[src/logic/tmr_params.svh]
// Offsets, field positions, reset values and saturation limits of the monitor reading registers
`ifndef TMR_PARAMS_SVH
`define TMR_PARAMS_SVH

`define TMR_ADDR_CORE_RES 8'h21
`define TMR_ADDR_SUPPLY_RES 8'h22
`define TMR_ADDR_R1_RES 8'h25
`define TMR_ADDR_LOC_RES 8'h26
`define TMR_ADDR_R2_RES 8'h27
`define TMR_ADDR_R1_OFF 8'h70
`define TMR_ADDR_LOC_OFF 8'h71
`define TMR_ADDR_R2_OFF 8'h72
`define TMR_ADDR_CFG2 8'h73
`define TMR_ADDR_MASK1 8'h74
`define TMR_ADDR_MASK2 8'h75
`define TMR_ADDR_VOLT_LOW 8'h76
`define TMR_ADDR_TEMP_LOW 8'h77
`define TMR_ADDR_CFG3 8'h78
`define TMR_ADDR_TMR_STATE 8'h79
`define TMR_ADDR_TMR_LIMIT 8'h7A
`define TMR_ADDR_TACH_PPR 8'h7B
`define TMR_ADDR_CFG5 8'h7C
`define TMR_ADDR_CFG4 8'h7D
`define TMR_ADDR_TEST1 8'h7E
`define TMR_ADDR_TEST2 8'h7F
`define TMR_ADDR_TEST3 8'h80

`define TMR_RST_VOLT 8'h00
`define TMR_RST_TEMP 8'h01
`define TMR_RST_ZERO 8'h00
`define TMR_RST_TACH_PPR 8'h55
`define TMR_RST_TEST3 8'h10

`define TMR_FMT_BIT 0
`define TMR_SHDN_BIT 7
`define TMR_FAULT_TWOS 8'h80
`define TMR_FAULT_OFF64 8'h00
`define TMR_OFF64_BIAS 11'h100
`define TMR_RAW_MAX 11'h1FF
`define TMR_RAW_MIN 11'h600
`define TMR_UNS_MAX 11'h3FF

`endif

[src/logic/tmr_pkg.sv]
// Types shared by the monitor reading register bank
package tmr_pkg;

    typedef struct packed {
        logic valid;
        logic [9:0] core_rail_input;
        logic [9:0] supply;
        logic [9:0] remote_one;
        logic [9:0] local_t;
        logic [9:0] remote_two;
        logic remote_one_fault;
        logic remote_two_fault;
    } tmr_meas_t;

    typedef struct packed {
        logic [7:0] cfg2;
        logic [7:0] cfg3;
        logic [7:0] cfg4;
        logic [7:0] cfg5;
        logic [7:0] mask1;
        logic [7:0] mask2;
        logic [7:0] timer_limit;
        logic [7:0] tach_ppr;
    } tmr_cfg_t;

    typedef struct packed {
        logic [7:0] core_res;
        logic [7:0] supply_res;
        logic [7:0] r1_res;
        logic [7:0] loc_res;
        logic [7:0] r2_res;
        logic [7:0] volt_low;
        logic [7:0] temp_low;
        logic [7:0] r1_off;
        logic [7:0] loc_off;
        logic [7:0] r2_off;
        logic [7:0] timer_state;
        tmr_cfg_t cfg;
        logic [7:0] rdata;
        logic [1:0] volt_pend;
        logic [2:0] temp_pend;
    } tmr_state_t;

endpackage : tmr_pkg

[src/logic/tmr_regs.sv]
// Reading, offset and upper configuration registers of the thermal monitor
`include "tmr_params.svh"

module tmr_regs
    import tmr_pkg::*;
(
    input wire logic I_REF_CLK, // 50 MHz clock
    input wire logic I_NRST, // Async reset, active low
    input wire logic I_WR_EN, // Register write strobe
    input wire logic I_RD_EN, // Register read strobe
    input wire logic [7:0] I_ADDR, // Register address
    input wire logic [7:0] I_WDATA, // Write data
    output logic [7:0] O_RDATA, // Read data, valid the cycle after I_RD_EN
    input wire tmr_meas_t I_MEAS, // Conversion results from the sequencer
    input wire logic I_LOCK, // Lock bit of config one
    input wire logic I_CORE_RAIL_LOW_SLEEP_ENABLE, // Core-rail low sleep control
    input wire logic [7:0] I_CORE_RAIL_LOW_LIMIT, // Core-rail low limit
    input wire logic I_TIMER_VALID, // Overtemp timer update strobe
    input wire logic [7:0] I_TIMER_VALUE, // Overtemp timer status value
    output tmr_cfg_t O_CFG, // Configuration to the rest of the chip
    output logic O_SLEEP_INHIBIT, // Core rail holds the device awake
    output logic O_SHUTDOWN // Shutdown request to power control
);

    tmr_state_t st_ff;
    tmr_state_t nxt_st;

    logic wr_ok;
    logic lock_wr_ok;
    logic volt_frz_now;
    logic temp_frz_now;
    logic fmt_twos;
    logic [9:0] r1_val;
    logic [9:0] loc_val;
    logic [9:0] r2_val;
    logic [7:0] rd_mux;

    // Offset is whole degrees, raw has two fraction bits; saturate before formatting
    function automatic logic [9:0] tmr_temp_conv(
        input logic [9:0] raw,
        input logic [7:0] off,
        input logic twos,
        input logic fault
    );
        logic [10:0] sum;
        logic [10:0] sat;
        logic [10:0] biased;
        logic [9:0] res;
        sum = {raw[9], raw} + {off[7], off, 2'b00};
        if (!sum[10] && (sum > `TMR_RAW_MAX)) begin
            sat = `TMR_RAW_MAX;
        end else if (sum[10] && (sum < `TMR_RAW_MIN)) begin
            sat = `TMR_RAW_MIN;
        end else begin
            sat = sum;
        end
        biased = sat + `TMR_OFF64_BIAS;
        if (twos) begin
            res = sat[9:0];
        end else if (biased[10]) begin
            res = 10'h000;
        end else if (biased > `TMR_UNS_MAX) begin
            res = 10'h3FF;
        end else begin
            res = biased[9:0];
        end
        if (fault) begin
            res = twos ? {`TMR_FAULT_TWOS, 2'b00} : {`TMR_FAULT_OFF64, 2'b00};
        end
        return res;
    endfunction : tmr_temp_conv

    assign fmt_twos = st_ff.cfg.cfg5[`TMR_FMT_BIT];
    assign wr_ok = I_WR_EN && !I_RD_EN;
    assign lock_wr_ok = wr_ok && !I_LOCK;
    assign r1_val = tmr_temp_conv(I_MEAS.remote_one, st_ff.r1_off, fmt_twos, I_MEAS.remote_one_fault);
    assign loc_val = tmr_temp_conv(I_MEAS.local_t, st_ff.loc_off, fmt_twos, 1'b0);
    assign r2_val = tmr_temp_conv(I_MEAS.remote_two, st_ff.r2_off, fmt_twos, I_MEAS.remote_two_fault);

    always_comb begin
        rd_mux = 8'h00;
        unique case (I_ADDR)
            `TMR_ADDR_CORE_RES: rd_mux = st_ff.core_res;
            `TMR_ADDR_SUPPLY_RES: rd_mux = st_ff.supply_res;
            `TMR_ADDR_R1_RES: rd_mux = st_ff.r1_res;
            `TMR_ADDR_LOC_RES: rd_mux = st_ff.loc_res;
            `TMR_ADDR_R2_RES: rd_mux = st_ff.r2_res;
            `TMR_ADDR_R1_OFF: rd_mux = st_ff.r1_off;
            `TMR_ADDR_LOC_OFF: rd_mux = st_ff.loc_off;
            `TMR_ADDR_R2_OFF: rd_mux = st_ff.r2_off;
            `TMR_ADDR_CFG2: rd_mux = st_ff.cfg.cfg2;
            `TMR_ADDR_MASK1: rd_mux = st_ff.cfg.mask1;
            `TMR_ADDR_MASK2: rd_mux = st_ff.cfg.mask2;
            `TMR_ADDR_VOLT_LOW: rd_mux = st_ff.volt_low;
            `TMR_ADDR_TEMP_LOW: rd_mux = st_ff.temp_low;
            `TMR_ADDR_CFG3: rd_mux = st_ff.cfg.cfg3;
            `TMR_ADDR_TMR_STATE: rd_mux = st_ff.timer_state;
            `TMR_ADDR_TMR_LIMIT: rd_mux = st_ff.cfg.timer_limit;
            `TMR_ADDR_TACH_PPR: rd_mux = st_ff.cfg.tach_ppr;
            `TMR_ADDR_CFG5: rd_mux = st_ff.cfg.cfg5;
            `TMR_ADDR_CFG4: rd_mux = st_ff.cfg.cfg4;
            `TMR_ADDR_TEST1: rd_mux = `TMR_RST_ZERO;
            `TMR_ADDR_TEST2: rd_mux = `TMR_RST_ZERO;
            `TMR_ADDR_TEST3: rd_mux = `TMR_RST_TEST3;
            default: rd_mux = 8'h00;
        endcase
    end

    always_comb begin
        nxt_st = st_ff;
        // Freeze tracking: a low-bit read arms one pending flag per result register
        if (I_RD_EN) begin
            nxt_st.rdata = rd_mux;
            unique case (I_ADDR)
                `TMR_ADDR_VOLT_LOW: nxt_st.volt_pend = 2'b11;
                `TMR_ADDR_TEMP_LOW: nxt_st.temp_pend = 3'b111;
                `TMR_ADDR_CORE_RES: nxt_st.volt_pend[0] = 1'b0;
                `TMR_ADDR_SUPPLY_RES: nxt_st.volt_pend[1] = 1'b0;
                `TMR_ADDR_R1_RES: nxt_st.temp_pend[0] = 1'b0;
                `TMR_ADDR_LOC_RES: nxt_st.temp_pend[1] = 1'b0;
                `TMR_ADDR_R2_RES: nxt_st.temp_pend[2] = 1'b0;
                default: nxt_st.rdata = rd_mux;
            endcase
        end
        volt_frz_now = (nxt_st.volt_pend != 2'b00);
        temp_frz_now = (nxt_st.temp_pend != 3'b000);
        // Gate with the next freeze so a fresh result never splits a low-bit and MSB pair
        if (I_MEAS.valid && !volt_frz_now) begin
            nxt_st.core_res = I_MEAS.core_rail_input[9:2];
            nxt_st.supply_res = I_MEAS.supply[9:2];
            nxt_st.volt_low = {2'b00, I_MEAS.supply[1:0], I_MEAS.core_rail_input[1:0], 2'b00};
        end
        if (I_MEAS.valid && !temp_frz_now) begin
            nxt_st.r1_res = r1_val[9:2];
            nxt_st.loc_res = loc_val[9:2];
            nxt_st.r2_res = r2_val[9:2];
            nxt_st.temp_low = {r2_val[1:0], loc_val[1:0], r1_val[1:0], 2'b00};
        end
        if (I_TIMER_VALID) begin
            nxt_st.timer_state = I_TIMER_VALUE;
        end
        // Writes to read-only addresses, test registers included, are dropped
        if (wr_ok) begin
            unique case (I_ADDR)
                `TMR_ADDR_MASK1: nxt_st.cfg.mask1 = I_WDATA;
                `TMR_ADDR_MASK2: nxt_st.cfg.mask2 = I_WDATA;
                `TMR_ADDR_TMR_LIMIT: nxt_st.cfg.timer_limit = I_WDATA;
                `TMR_ADDR_TACH_PPR: nxt_st.cfg.tach_ppr = I_WDATA;
                default: nxt_st.rdata = nxt_st.rdata;
            endcase
        end
        if (lock_wr_ok) begin
            unique case (I_ADDR)
                `TMR_ADDR_R1_OFF: nxt_st.r1_off = I_WDATA;
                `TMR_ADDR_LOC_OFF: nxt_st.loc_off = I_WDATA;
                `TMR_ADDR_R2_OFF: nxt_st.r2_off = I_WDATA;
                `TMR_ADDR_CFG2: nxt_st.cfg.cfg2 = I_WDATA;
                `TMR_ADDR_CFG3: nxt_st.cfg.cfg3 = I_WDATA;
                `TMR_ADDR_CFG5: nxt_st.cfg.cfg5 = I_WDATA;
                `TMR_ADDR_CFG4: nxt_st.cfg.cfg4 = I_WDATA;
                default: nxt_st.rdata = nxt_st.rdata;
            endcase
        end
    end

    always_ff @(posedge I_REF_CLK or negedge I_NRST) begin
        if (!I_NRST) begin
            st_ff.core_res <= `TMR_RST_VOLT;
            st_ff.supply_res <= `TMR_RST_VOLT;
            st_ff.r1_res <= `TMR_RST_TEMP;
            st_ff.loc_res <= `TMR_RST_TEMP;
            st_ff.r2_res <= `TMR_RST_TEMP;
            st_ff.volt_low <= `TMR_RST_ZERO;
            st_ff.temp_low <= `TMR_RST_ZERO;
            st_ff.r1_off <= `TMR_RST_ZERO;
            st_ff.loc_off <= `TMR_RST_ZERO;
            st_ff.r2_off <= `TMR_RST_ZERO;
            st_ff.timer_state <= `TMR_RST_ZERO;
            st_ff.cfg.cfg2 <= `TMR_RST_ZERO;
            st_ff.cfg.cfg3 <= `TMR_RST_ZERO;
            st_ff.cfg.cfg4 <= `TMR_RST_ZERO;
            st_ff.cfg.cfg5 <= `TMR_RST_ZERO;
            st_ff.cfg.mask1 <= `TMR_RST_ZERO;
            st_ff.cfg.mask2 <= `TMR_RST_ZERO;
            st_ff.cfg.timer_limit <= `TMR_RST_ZERO;
            st_ff.cfg.tach_ppr <= `TMR_RST_TACH_PPR;
            st_ff.rdata <= `TMR_RST_ZERO;
            st_ff.volt_pend <= 2'b00;
            st_ff.temp_pend <= 3'b000;
        end else begin
            st_ff <= nxt_st;
        end
    end

    assign O_RDATA = st_ff.rdata;
    assign O_CFG = st_ff.cfg;
    // Unsigned compare; limit equal to result is not low
    assign O_SLEEP_INHIBIT = I_CORE_RAIL_LOW_SLEEP_ENABLE && (st_ff.core_res < I_CORE_RAIL_LOW_LIMIT);
    assign O_SHUTDOWN = st_ff.cfg.cfg2[`TMR_SHDN_BIT] && !O_SLEEP_INHIBIT;

    a_reset_volt: assert property (@(posedge I_REF_CLK) !I_NRST |-> (st_ff.core_res == 8'h00)
        && (st_ff.supply_res == 8'h00))
        else $error("voltage result not zero in reset");

    a_reset_temp: assert property (@(posedge I_REF_CLK) !I_NRST |-> (st_ff.r1_res == 8'h01)
        && (st_ff.loc_res == 8'h01) && (st_ff.r2_res == 8'h01))
        else $error("temperature result not one in reset");

    a_volt_frz_hold: assert property (@(posedge I_REF_CLK) disable iff (!I_NRST)
        (I_RD_EN && (I_ADDR == `TMR_ADDR_VOLT_LOW)) ##1 (!I_RD_EN)
        |-> ($stable(st_ff.core_res) && $stable(st_ff.volt_low) && $stable(st_ff.supply_res)))
        else $error("voltage results changed while frozen");

    a_temp_frz_hold: assert property (@(posedge I_REF_CLK) disable iff (!I_NRST)
        (I_RD_EN && (I_ADDR == `TMR_ADDR_TEMP_LOW)) ##1 (!I_RD_EN)[*2]
        |-> ($stable(st_ff.loc_res) && $stable(st_ff.temp_low)))
        else $error("temperature results changed while frozen");

    a_core_msb_load: assert property (@(posedge I_REF_CLK) disable iff (!I_NRST)
        (I_MEAS.valid && !I_RD_EN && (st_ff.volt_pend == 2'b00))
        |=> (st_ff.core_res == $past(I_MEAS.core_rail_input[9:2]))
        && (st_ff.volt_low[3:2] == $past(I_MEAS.core_rail_input[1:0])))
        else $error("core-rail result not loaded from top bits");

    a_lock_drop: assert property (@(posedge I_REF_CLK) disable iff (!I_NRST)
        (I_WR_EN && I_LOCK && (I_ADDR == `TMR_ADDR_CFG5)) |=> $stable(st_ff.cfg.cfg5))
        else $error("locked config five was written");

    a_fault_twos: assert property (@(posedge I_REF_CLK) disable iff (!I_NRST)
        (I_MEAS.valid && I_MEAS.remote_one_fault && fmt_twos && !I_RD_EN && (st_ff.temp_pend == 3'b000))
        |=> (st_ff.r1_res == 8'h80))
        else $error("two's complement diode fault code wrong");

    a_fault_off64: assert property (@(posedge I_REF_CLK) disable iff (!I_NRST)
        (I_MEAS.valid && I_MEAS.remote_two_fault && !fmt_twos && !I_RD_EN && (st_ff.temp_pend == 3'b000))
        |=> (st_ff.r2_res == 8'h00))
        else $error("offset-by-64 diode fault code wrong");

    a_off64_bias: assert property (@(posedge I_REF_CLK) disable iff (!I_NRST)
        (I_MEAS.valid && !fmt_twos && !I_RD_EN && (st_ff.temp_pend == 3'b000) && (st_ff.loc_off == 8'h00)
        && !I_MEAS.local_t[9]) |=> (st_ff.loc_res == ({1'b0, $past(I_MEAS.local_t[8:2])} + 8'h40)))
        else $error("offset-by-64 bias missing");

    a_offset_add: assert property (@(posedge I_REF_CLK) disable iff (!I_NRST)
        (I_MEAS.valid && fmt_twos && !I_RD_EN && (st_ff.temp_pend == 3'b000) && (I_MEAS.local_t == 10'h000)
        && !st_ff.loc_off[7] && !I_WR_EN) |=> (st_ff.loc_res == $past(st_ff.loc_off)))
        else $error("temperature offset not added");

    a_sleep_gate: assert property (@(posedge I_REF_CLK) disable iff (!I_NRST)
        (!I_CORE_RAIL_LOW_SLEEP_ENABLE |-> !O_SLEEP_INHIBIT)
        and (O_SLEEP_INHIBIT |-> !O_SHUTDOWN))
        else $error("sleep control wrong");

    a_shdn_pass: assert property (@(posedge I_REF_CLK) disable iff (!I_NRST)
        !I_CORE_RAIL_LOW_SLEEP_ENABLE |-> (O_SHUTDOWN == st_ff.cfg.cfg2[7]))
        else $error("shutdown not following config two");

    a_volt_frz_all: assert property (@(posedge I_REF_CLK) disable iff (!I_NRST)
        volt_frz_now |=> ($stable(st_ff.core_res) && $stable(st_ff.supply_res) && $stable(st_ff.volt_low)))
        else $error("voltage group moved while frozen");

    a_temp_frz_all: assert property (@(posedge I_REF_CLK) disable iff (!I_NRST)
        temp_frz_now |=> ($stable(st_ff.r1_res) && $stable(st_ff.loc_res) && $stable(st_ff.r2_res)
        && $stable(st_ff.temp_low)))
        else $error("temperature group moved while frozen");

    a_volt_arm: assert property (@(posedge I_REF_CLK) disable iff (!I_NRST)
        (I_RD_EN && (I_ADDR == `TMR_ADDR_VOLT_LOW)) |=> (st_ff.volt_pend == 2'b11))
        else $error("voltage freeze not armed");

    a_temp_arm: assert property (@(posedge I_REF_CLK) disable iff (!I_NRST)
        (I_RD_EN && (I_ADDR == `TMR_ADDR_TEMP_LOW)) |=> (st_ff.temp_pend == 3'b111))
        else $error("temperature freeze not armed");

    a_volt_release: assert property (@(posedge I_REF_CLK) disable iff (!I_NRST)
        (I_RD_EN && (I_ADDR == `TMR_ADDR_SUPPLY_RES) && (st_ff.volt_pend == 2'b10)) |=> (st_ff.volt_pend == 2'b00))
        else $error("voltage freeze not released");

    a_temp_release: assert property (@(posedge I_REF_CLK) disable iff (!I_NRST)
        (I_RD_EN && (I_ADDR == `TMR_ADDR_R2_RES) && (st_ff.temp_pend == 3'b100)) |=> (st_ff.temp_pend == 3'b000))
        else $error("temperature freeze not released");

    a_supply_load: assert property (@(posedge I_REF_CLK) disable iff (!I_NRST)
        (I_MEAS.valid && !I_RD_EN && (st_ff.volt_pend == 2'b00))
        |=> (st_ff.supply_res == $past(I_MEAS.supply[9:2]))
        && (st_ff.volt_low[5:4] == $past(I_MEAS.supply[1:0]))
        && (st_ff.volt_low[7:6] == 2'b00) && (st_ff.volt_low[1:0] == 2'b00))
        else $error("supply result split wrong");

    a_twos_load: assert property (@(posedge I_REF_CLK) disable iff (!I_NRST)
        (I_MEAS.valid && fmt_twos && !I_RD_EN && (st_ff.temp_pend == 3'b000) && (st_ff.loc_off == 8'h00))
        |=> (st_ff.loc_res == $past(I_MEAS.local_t[9:2])) && (st_ff.temp_low[5:4] == $past(I_MEAS.local_t[1:0])))
        else $error("two's complement local result wrong");

    a_volt_rst_hold: assert property (@(posedge I_REF_CLK) disable iff (!I_NRST)
        (!I_MEAS.valid && (st_ff.core_res == 8'h00) && (st_ff.supply_res == 8'h00))
        |=> (st_ff.core_res == 8'h00) && (st_ff.supply_res == 8'h00))
        else $error("voltage result left zero early");

    a_temp_rst_hold: assert property (@(posedge I_REF_CLK) disable iff (!I_NRST)
        (!I_MEAS.valid && (st_ff.r1_res == 8'h01) && (st_ff.loc_res == 8'h01) && (st_ff.r2_res == 8'h01))
        |=> (st_ff.r1_res == 8'h01) && (st_ff.loc_res == 8'h01) && (st_ff.r2_res == 8'h01))
        else $error("temperature result left one early");

    a_lock_all: assert property (@(posedge I_REF_CLK) disable iff (!I_NRST)
        (I_WR_EN && I_LOCK) |=> ($stable(st_ff.r1_off) && $stable(st_ff.loc_off) && $stable(st_ff.r2_off)
        && $stable(st_ff.cfg.cfg2) && $stable(st_ff.cfg.cfg3) && $stable(st_ff.cfg.cfg4) && $stable(st_ff.cfg.cfg5)))
        else $error("locked register was written");

    a_test_const: assert property (@(posedge I_REF_CLK) disable iff (!I_NRST)
        (I_RD_EN && (I_ADDR == `TMR_ADDR_TEST3)) |=> (O_RDATA == 8'h10))
        else $error("test register three read wrong");

    a_r1_fault_off64: assert property (@(posedge I_REF_CLK) disable iff (!I_NRST)
        (I_MEAS.valid && I_MEAS.remote_one_fault && !fmt_twos && !I_RD_EN && (st_ff.temp_pend == 3'b000))
        |=> (st_ff.r1_res == 8'h00) && (st_ff.temp_low[3:2] == 2'b00))
        else $error("remote one fault code wrong");

    a_r2_fault_twos: assert property (@(posedge I_REF_CLK) disable iff (!I_NRST)
        (I_MEAS.valid && I_MEAS.remote_two_fault && fmt_twos && !I_RD_EN && (st_ff.temp_pend == 3'b000))
        |=> (st_ff.r2_res == 8'h80) && (st_ff.temp_low[7:6] == 2'b00))
        else $error("remote two fault code wrong");

    a_timer_load: assert property (@(posedge I_REF_CLK) disable iff (!I_NRST)
        I_TIMER_VALID |=> (st_ff.timer_state == $past(I_TIMER_VALUE)))
        else $error("timer status not loaded");

    a_rd_hold: assert property (@(posedge I_REF_CLK) disable iff (!I_NRST)
        !I_RD_EN |=> $stable(O_RDATA))
        else $error("read data moved without a read");

endmodule : tmr_regs

[config.mk]
export PLATFORM = sky130hd
export DESIGN_NAME = tmr_regs
export DESIGN_NICKNAME = d
export VERILOG_FILES = /design/src/logic/tmr_pkg.sv /design/src/logic/tmr_regs.sv
export VERILOG_INCLUDE_DIRS = /design/src /design/src/logic
export SDC_FILE = /design/constraint.sdc
export NUM_CORES = 1
export LEC_CHECK = 0
export CAP_MARGIN = 20
export CORE_MARGIN = 5
export CORE_UTILIZATION = 40
export CTS_CLUSTER_DIAMETER = 60
export DETAILED_ROUTE_END_ITERATION = 10
export DONT_BUFFER_PORTS = 1
export GPL_TIMING_DRIVEN = 0
export PLACE_DENSITY = 0.51
export REMOVE_ABC_BUFFERS = 1
export SETUP_SLACK_MARGIN = 0.15
export SYNTH_ARGS = -nofsm -noshare
export SYNTH_HDL_FRONTEND = slang
export SYNTH_SLANG_ARGS = --single-unit
[constraint.sdc]
create_clock -name I_REF_CLK -period 8.95 [get_ports I_REF_CLK]
set_input_delay 1.79 -clock I_REF_CLK [delete_from_list [all_inputs] [get_ports I_REF_CLK]]
set_output_delay 1.79 -clock I_REF_CLK [all_outputs]
set_load 0.005 [all_outputs]
; ---- After elaboration in Yosys (flattened, before gate mapping)
; Index checks and enable logic that the tools add are counted.
[totals]
regBits = 159
latch_bits = 0
ram_bits = 0
romBits = 0
input_bits = 92
out_inout_bits = 74
word_cells = 116
n_memories = 0
[classes]
add_sub_neg = 6
multipliers = 0
div_mod_pow = 0
order_cmp = 10
n_eq_ne = 20
n_shift = 0
n_mux = 25
bitwise = 0
n_reduce_logical = 33
[op_table]
columns = op, n
row1 = $pmux W8 S20, 1
row2 = $mux W10, 12
row3 = $eq A8 B7 Y1 const B, 14
row4 = $mux W11, 6
row5 = $eq A8 B6 Y1 const B, 5
row6 = $add A10 B10 Y11, 3
row7 = $add A11 B9 Y11 const B, 3
row8 = $gt A11 B10 Y1 const B, 3
row9 = $gt A11 B9 Y1 const B, 3
row10 = $lt A11 B11 Y1 const B, 3
row11 = $reduce_and A2 Y1, 11
row12 = $mux W13, 1
row13 = $logic_and A1 B1 Y1, 12
row14 = $pmux W1 S2, 5
row15 = $eq A8 B8 Y1 const B, 1
row16 = $logic_not A1 Y1, 8
row17 = $lt A8 B8 Y1, 1
row18 = $reduce_bool A3 Y1, 1
row19 = $reduce_bool A2 Y1, 1

; ---- Logic depth before layout (Yosys ltp)
; Gate-level depths: netlist of run 1.
[depth]
word_depth = 11
ltp_mapped = 16
ltp_nobuf = 16

; ---- Worst setup path after synthesis of run 1
; OpenSTA, ideal clock, no wires.
[synth_path]
path_type = input to register
from = input I_MEAS[24] in the netlist's numbering
to = register st_ff[141] in the netlist's numbering
setup_ps = 72
t_arrival_ps = 5204
required_time_ps = 8878
setup_slack_ps = 3674
path_stages = 13
n_path_buf = 0
path_cell_list = ha_1 > fa_1 > a211o_1 > a211o_1 > and2_1 > o311a_1 > a211oi_1 > inv_1 > ha_1 > or3_1 > a311o_1 > or2_4 > o21ai_1
[synth_via]
elab_chain_len = 11
word_cells_on_any_way = 14
classes_between = 2 x add/sub / 3 x order compare / 6 x mux / 3 x reduce/logical
[synth_rtl]
columns = item, line
row1 = start: declaration, tmr_regs.sv:14  ; input wire tmr_meas_t I_MEAS,
row2 = $add A10 B10 Y11 (*), tmr_regs.sv:49  ; sum = {raw[9], raw} + {off[7], off, 2'b00};
row3 = $lt A11 B11 Y1 (no line), -
row4 = $logic_and A1 B1 Y1, tmr_regs.sv:52  ; end else if (sum[10] && (sum < `TMR_RAW_MIN)) begin
row5 = $mux W11, tmr_regs.sv:52
row6 = $mux W11 (*), tmr_regs.sv:50  ; if (!sum[10] && (sum > `TMR_RAW_MAX)) begin
row7 = $add A11 B9 Y11 (no line), -
row8 = $gt A11 B10 Y1 (no line), -
row9 = $mux W10, tmr_regs.sv:62  ; end else if (biased > `TMR_UNS_MAX) begin
row10 = $mux W10, tmr_regs.sv:60  ; end else if (biased[10]) begin
row11 = $mux W10 (*), tmr_regs.sv:58  ; if (twos) begin
row12 = $mux W10 (*), tmr_regs.sv:67  ; if (fault) begin
row13 = end signal: assignment, tmr_regs.sv:191  ; st_ff <= nxt_st;
row14 = end: declaration, tmr_regs.sv:25  ; tmr_state_t st_ff;
; Every way passes the cells marked *; elsewhere a longest branch is shown, timed or not.
; A chain may end at the register's enable or synchronous reset.

; ---- Worst setup path after layout of run 1
[layout_path]
from = input I_MEAS[14] in the netlist's numbering
to = register st_ff[135] in the netlist's numbering
[layout_via]
elab_chain_len = 10
word_cells_on_any_way = 13
classes_between = 2 x add/sub / 3 x order compare / 5 x mux / 3 x reduce/logical
[layout_rtl]
columns = item, line
row1 = $add A10 B10 Y11 (*), tmr_regs.sv:49
row2 = $lt A11 B11 Y1 (no line), -
row3 = $logic_and A1 B1 Y1, tmr_regs.sv:52
row4 = $mux W11, tmr_regs.sv:52
row5 = $mux W11 (*), tmr_regs.sv:50
row6 = $add A11 B9 Y11 (no line), -
row7 = $gt A11 B10 Y1 (no line), -
row8 = $mux W10, tmr_regs.sv:62
row9 = $mux W10, tmr_regs.sv:60
row10 = $mux W10 (*), tmr_regs.sv:58
; Marked as above.

==> impl_metrics.toml, run 1 <==
[run_status]
outcome = "finished, final reports clean"

[synth]
synth_warnings = 0
synth_edf_count = 0
seq_area_frac_synth = 0.412
synth_top_area_cell = "dfrtp_1"
async_flop_share = 1.00
synth-seq-cells = 159
netlist_area_um2 = 9670
synth_top_area_share = 0.393
synth_ff_type = "dfrtp_1"
ys_top_cells_by_area = "dfrtp_1 (39%), mux2_2 (14%), buf_4 (5.6%)"
netlist_instances = 932
syn_avg_cell_area_um2 = 10.4
synth_cell_types = 74

[clock_tree]
cts_hold_buf = 0
cts_max_level = 4
clock_latency_ns = 0.43
clk_pin_slew_ns = 0.07
clk_path_buf_depth = 2
cts_num_sinks = 159
root_buffer = "clkbuf_16"
cts_resized = 0
cts_tree = "built"
post_cts_buffers = 0
cts_made_buffers = 17

[place]
placed_cell_area_um2 = 9420
port_buffers = 0
gp_congestion = 0.847
hpwl_um = 22600

[layout]
fin_area_um2 = 10000
fill_cells = 2353
multi_input_area_um2 = 4880
drive_gt1_frac = 0.221
area.sequential_um2 = 3990
area_growth_pct = 3.52
final_nets = 969

[global_routing]
grt.overflow.total = 0
grt_usage = 0.220
grt_pass1_wl_um = 45100
grt_pass1_vias = 6868
grt_max_degree = 160
antenna_found_initial = 0

[pwr]
comb_power_share = 0.090
intPower_mw = 1.24
swShare = 0.269
finalPower_mw = 1.69
p_sw_uw = 455
pwr-share-seq = 0.475
power_density_nw_per_um2 = 169
leakage_nw = 4.41
ir_drop_mv = 0.134
power.share.clock = 0.434

[setup_path]
startpoint = "I_MEAS[14]"
arrival_ns = 5.81
max_stage_delay_ns = 0.67
crit_top_cell = "nor2_1"
r2r_setup_slack_ns = 4.47
cp_cell_sequence = "ha_1, fa_1, a21o_1, a221oi_1, a211o_1, nand3_1, a2111oi_2, inv_1, ha_1, inv_1, nor2_1, o31ai_1, o311a_1, nor2_1, nor2_1, a32o_1"
slowest_stage = "a221oi_1"
cp-start-kind = "primary input"
rr_startpoint = "st_ff[93]$_DFFE_PN0P_"
worstSetupEndpointType = "register"
crit_required_ns = 9.31
r2r_end = "st_ff[135]$_DFFE_PN0P_"
path_class = "primary input to register"
r2r.worst_path.cells = 16
cp_max_fo = 6

[sta]
max_freq_mhz = 184
relSlewSlack = 0.364
worstMarginPinSlew_ns = 0.955
final.setup.tns_ns = 0
fin_crit_ns = 5.45
setup_violations = 0
drv_slew = 0
rsz0062_at_grt = "false"
final.setup_skew_ns = 0.0104
hold_ws_ns = 0.477
finalCritPeriodShare = 0.609
hold_viol = 0

[route]
final_antenna_net_count = 0
vias_per_cell = 6.01
dr.pass1.iters = 5
drc = 0
routed_wl_um = 30500
num_vias = 7062
drt_iter0_drc = 452
wire_per_inst_um = 26.0

[hold_path]
holdCritPathClass = "register to register"
hold_depth = 2
worstHoldStart = "st_ff[141]$_DFFE_PN1P_"
holdPathEnd = "st_ff[141]$_DFFE_PN1P_"

[floorplanning]
design.core.area_um2 = 24000
ios = 166
start_util = 0.402
die_y_um = 165
die_area_um2 = 27400
die_w_um = 165
rows = 57

[job]
maxCapViolations = 0
-- metal layers --
| layer | routed length [µm] | part of all wire | GRT usage | vias to the layer above |
|---|---|---|---|---|
| met3 | 2470 | 0.081 | 0.0663 | 36 |
| met4 | 603 | 0.020 | 0.0499 | 0 |
| met2 | 13800 | 0.45 | 0.335 | 255 |
| li1 | - | - | - | 3202 |
| met1 | 13600 | 0.45 | 0.311 | 3569 |
| met5 | 0 | 0 | 0 | - |
-- cell families after synthesis --
group	Yosys count	share of synthesized area
AO/OA/AOI/OAI	218	0.158
AND/OR/NAND/NOR	218	0.114
flip-flops	159	0.412
buffers and inverters	143	0.0849
multiplexers	135	0.159
adder cells (fa/ha/maj)	44	0.0582
XOR/XNOR	15	0.0136
-- state kept, by name, indices dropped and copies added (netlist names) --
name     count
st_ff       87
O_CFG       64
O_RDATA      8
-- worst max-delay path by stage --
stage / slack (ns) / cells after the start / endpoint
floorplan: 3.67 / 13 / st_ff[141]$_DFFE_PN1P_
global placement: 3.12 / 16 / st_ff[135]$_DFFE_PN0P_
detailed placement: 3.10 / 16 / st_ff[135]$_DFFE_PN0P_
CTS: 3.54 / 16 / st_ff[135]$_DFFE_PN0P_
global route: 3.22 / 16 / st_ff[135]$_DFFE_PN0P_
finish: 3.50 / 16 / st_ff[135]$_DFFE_PN0P_
-- cells in the mapped netlist, types with 6 or more instances --
cell / n
a211o_1: 6
a211oi_1: 15
a21o_1: 7
a21oi_1: 34
a22o_1: 9
a22oi_1: 19
a31oi_1: 13
a32o_1: 7
a32oi_1: 7
and2_1: 8
buf_4: 72
clkbuf_1: 41
dfrtp_1: 152
dfstp_2: 7
ha_1: 37
inv_1: 22
mux2_2: 120
mux2i_1: 12
nand2_1: 62
nand2b_1: 11
nand3_1: 27
nand4_1: 6
nor2_1: 41
nor2b_1: 10
nor3_1: 17
o21ai_0: 41
o22ai_1: 6
or2_2: 8
xnor2_1: 8
xor2_1: 7
-- layout make-up --
| cell class | instances | share of cell area |
|---|---|---|
| timing repair buffer | 7 | 0.00750 |
| tap | 324 | 0.0405 |
| sequential | 159 | 0.398 |
| multi-input combinational | 630 | 0.487 |
| inverter | 22 | 0.00825 |
| clock inverter | 14 | 0.0144 |
| clock buffer | 18 | 0.0439 |
| antenna | 1 | 0.000250 |
-- power groups by stage --
| stage | clock network, mW | registers (mW) | logic (mW) |
|---|---|---|---|
| after floorplan | 0 | 0.797 | 0.120 |
| after global placement | 0 | 0.817 | 0.150 |
| after detailed placement | 0 | 0.818 | 0.152 |
| after CTS | 0.741 | 0.805 | 0.153 |
| after global routing | 0.776 | 0.809 | 0.171 |
| final | 0.735 | 0.805 | 0.153 |
-- metrics by stage --
stage | setup WS [ns] | cells | utilization
2_1_floorplan | 3.67 | 811 | -
3_3_place_gp | 3.12 | 1135 | 0.389
3_5_place_dp | 3.10 | 1141 | 0.392
4_1_cts | 3.54 | 1173 | 0.416
5_1_grt | 3.22 | 1174 | 0.416
6_report | 3.50 | 1175 | 0.417
-- critical path: cells and delay by family --
kind                       cells  cell delay [ns]
and+or+nand+nor                4             0.51
adders and majority gates      3             0.92
AOI/OAI and AO/OA              7             2.37
buffers and inverters          2             0.22
-- placed cells by master, fill, tap and decap left out, types with 6 or more instances in the layout --
master and instances:
a211o_1 6, a211oi_1 15, a21o_1 7, a21oi_1 34, a22o_1 9, a22oi_1 19
a31oi_1 13, a32o_1 7, a32oi_1 7, and2_1 8, clkbuf_16 17, dfrtp_1 152
dfstp_2 7, ha_1 37, inv_1 22, inv_6 7, mux2_2 120, mux2i_1 12
nand2_1 62, nand2b_1 11, nand3_1 27, nand4_1 6, nor2_1 41, nor2b_1 10
nor3_1 16, o21ai_0 41, o22ai_1 6, or2_2 8, xnor2_1 8, xor2_1 7
No activity file was read; power rests on OpenSTA's default activity.
==> run 2, diff against run 1 <==
--- a/config.mk
+++ b/config.mk
@@ -6,6 +6,7 @@
 export SDC_FILE = /design/constraint.sdc
 export NUM_CORES = 1
 export LEC_CHECK = 0
+export ABC_AREA = 1
 export CAP_MARGIN = 20
 export CORE_MARGIN = 5
 export CORE_UTILIZATION = 40
==> constraint.sdc (replaced) <==
create_clock -name I_REF_CLK -period 5.2 [get_ports I_REF_CLK]
set_input_delay 1.04 -clock I_REF_CLK [delete_from_list [all_inputs] [get_ports I_REF_CLK]]
set_output_delay 1.04 -clock I_REF_CLK [all_outputs]
set_load 0.005 [all_outputs]
==> run 2 against run 1 <==
- die area down 1.3%
- first-iteration DRC count up 41%
- setup slack got worse by 1.9 ns
- clock power increased by 78%
==> impl_metrics.toml, run 2 <==
[run_status]
outcome = "finished, final reports clean"

[clock_tree]
cts_hold_buf = 0
cts_tree = "built"
clk_pin_slew_ns = 0.07
cts_num_sinks = 159
post_cts_buffers = 0
cts_resized = 0
clock_latency_ns = 0.44
cts_made_buffers = 17
cts_max_level = 4
clk_path_buf_depth = 2
root_buffer = "clkbuf_16"

[synth]
seq_area_frac_synth = 0.418
yosys.area_share.simple = 0.251
synth_cell_types = 45
synth.most_common_cell = "nand2_1"
synth_top_family_by_area = "simple AND/OR/NAND/NOR gates"
ys_top_cells_by_area = "dfrtp_1 (40%), nand2_1 (18%), o21ai_0 (6.0%)"
synth_warnings = 0
netlist_area_um2 = 9540
synth-seq-cells = 159
synth_top_area_share = 0.399
synth_mux_area_frac = 0.00590
synth_ff_type = "dfrtp_1"
synth_xor_area_frac = 0.0147
syn_avg_cell_area_um2 = 7.63
synth_adder_area_share = 0.0548
synth_top_area_cell = "dfrtp_1"
synth_compound_area_frac = 0.132
synthTopCellsByCount = "nand2_1 (450), dfrtp_1 (152), inv_1 (120)"
netlist_instances = 1251
synth_edf_count = 0
async_flop_share = 1.00

[route]
drt_iter0_drc = 636
routed_wl_um = 28700
drc = 0
num_vias = 7647
vias_per_cell = 5.10
dr.pass1.iters = 5
final_antenna_net_count = 0
wire_per_inst_um = 19.2

[sta]
relSlewSlack = 0.512
hold_viol = 0
rsz0062_at_grt = "false"
final.setup_skew_ns = 0.0151
worstMarginPinSlew_ns = 0.729
setup_violations = 0
fin_crit_ns = 3.58
final.setup.tns_ns = 0
drv_slew = 0
finalCritPeriodShare = 0.688
max_freq_mhz = 279

[setup_path]
cp_max_fo = 10
worstSetupEndpointType = "register"
cp-start-kind = "primary input"
arrival_ns = 3.94
crit_required_ns = 5.56
path_class = "primary input to register"

[layout]
layout.cells.non_filler = 1499
fin_area_um2 = 9860
fill_cells = 2452
layout_common_cells = "nand2_1 (450), dfrtp_1 (152), inv_1 (120)"
area_growth_pct = 3.32
final_nets = 1299
drive_gt1_frac = 0.0585
largest_reg_flops = 87
top_register = "st_ff"
final_core_util = 0.420
final_common_cell = "nand2_1"
diodes = 0
multi_input_area_um2 = 4370
area.sequential_um2 = 3990

[floorplanning]
design.core.area_um2 = 23500
die_y_um = 164
rows = 56
die_area_um2 = 27000
start_util = 0.407
ios = 166
die_w_um = 164

[pwr]
pwr-share-seq = 0.460
leakage_nw = 5.10
power.share.clock = 0.440
power_density_nw_per_um2 = 301
swShare = 0.281
p_sw_uw = 834
ir_drop_mv = 0.190
comb_power_share = 0.101
intPower_mw = 2.14
finalPower_mw = 2.97

[global_routing]
grt_pass1_wl_um = 43900
grt.overflow.total = 0
grt_pass1_vias = 7359
grt_usage = 0.215
grt_max_degree = 160
antenna_found_initial = 1

[hold_path]
holdCritPathClass = "primary input to asynchronous set/reset pin"

[place]
dpl.cell_count = 1467
hpwl_um = 21600
gp_congestion = 0.889
port_buffers = 0
placed_cell_area_um2 = 9260

[job]
maxCapViolations = 0
run 2: cell count changes after synthesis, moves of 19 or more:
| cell | change |
|---|---|
| nand2_1 | +388 |
| nand3_1 | +19 |
| mux2_2 | -117 |
| o21ai_0 | +74 |
| inv_1 | +98 |
run 2: per-stage QoR:
stage               setup slack [ns]  hold WS (ns)
floorplan                       1.68         0.448
global placement                1.24         0.460
detailed placement              1.21         0.458
CTS                             1.64         0.294
global route                    1.28         0.283
finish                          1.62         0.310
run 2: per-layer routing:
metal  vias to the layer above  track usage  routed length, µm
met1                      3635        0.295              13100
met4                         0       0.0374                231
met5                         -            0                  0
li1                       3810            -                  -
met2                       186        0.340              13200
met3                        16       0.0706               2190
run 2: cell families after synthesis:
group	count (synthesis)
AO/OA/AOI/OAI	209
XOR/XNOR	16
adder cells (fa/ha/maj)	40
buffers and inverters	236
flip-flops	159
multiplexers	5
AND/OR/NAND/NOR	586
run 2: power groups by stage:
stage | logic (mW) | registers [mW] | clock network, mW
2_1_floorplan | 0.228 | 1.37 | 0
3_3_place_gp | 0.296 | 1.39 | 0
3_5_place_dp | 0.300 | 1.39 | 0
4_1_cts | 0.302 | 1.37 | 1.32
5_1_grt | 0.346 | 1.37 | 1.38
6_report | 0.299 | 1.37 | 1.31
run 2: layout make-up:
class / count / share of cell area
flip-flops and latches: 159 / 0.404
multi-input cells: 856 / 0.444
clock inverters: 15 / 0.0175
well taps: 319 / 0.0405
inverters: 133 / 0.0509
clock buffers: 17 / 0.0431
run 2: worst max-delay path, cell delays in order:
cell and delay, ns:
ha_1 0.20, fa_1 0.40, nand3_1 0.10, nand2_1 0.11, nand2_1 0.12, nand2_1 0.07
nand2_1 0.06, nand2_1 0.10, nand2_1 0.24, nand2_1 0.11, nand2_1 0.10, inv_1 0.08
ha_1 0.29, inv_1 0.07, nand3_1 0.08, nor2_1 0.13, nand3_1 0.08, nand2_1 0.06
nand2_1 0.15, nand2_1 0.11, nand2_1 0.14, nand2_1 0.10
run 2: path summary, 6_finish.rpt:
check,start,endpoint,slack (ns),cells past startpoint
worst max-delay path,I_MEAS[24],st_ff[111]$_DFFE_PN0P_,1.62,22
worst min-delay path,I_NRST,st_ff[147]$_DFFE_PN0P_,0.31,0
worst max register to register,st_ff[101]$_DFFE_PN0P_,st_ff[111]$_DFFE_PN0P_,1.78,22
worst min register to register,st_ff[125]$_DFFE_PN1P_,st_ff[125]$_DFFE_PN1P_,0.47,2
max in group asynchronous,I_NRST,O_CFG[2]$_DFFE_PN1P_,4.51,0
min in group I_REF_CLK,st_ff[125]$_DFFE_PN1P_,st_ff[125]$_DFFE_PN1P_,0.47,2
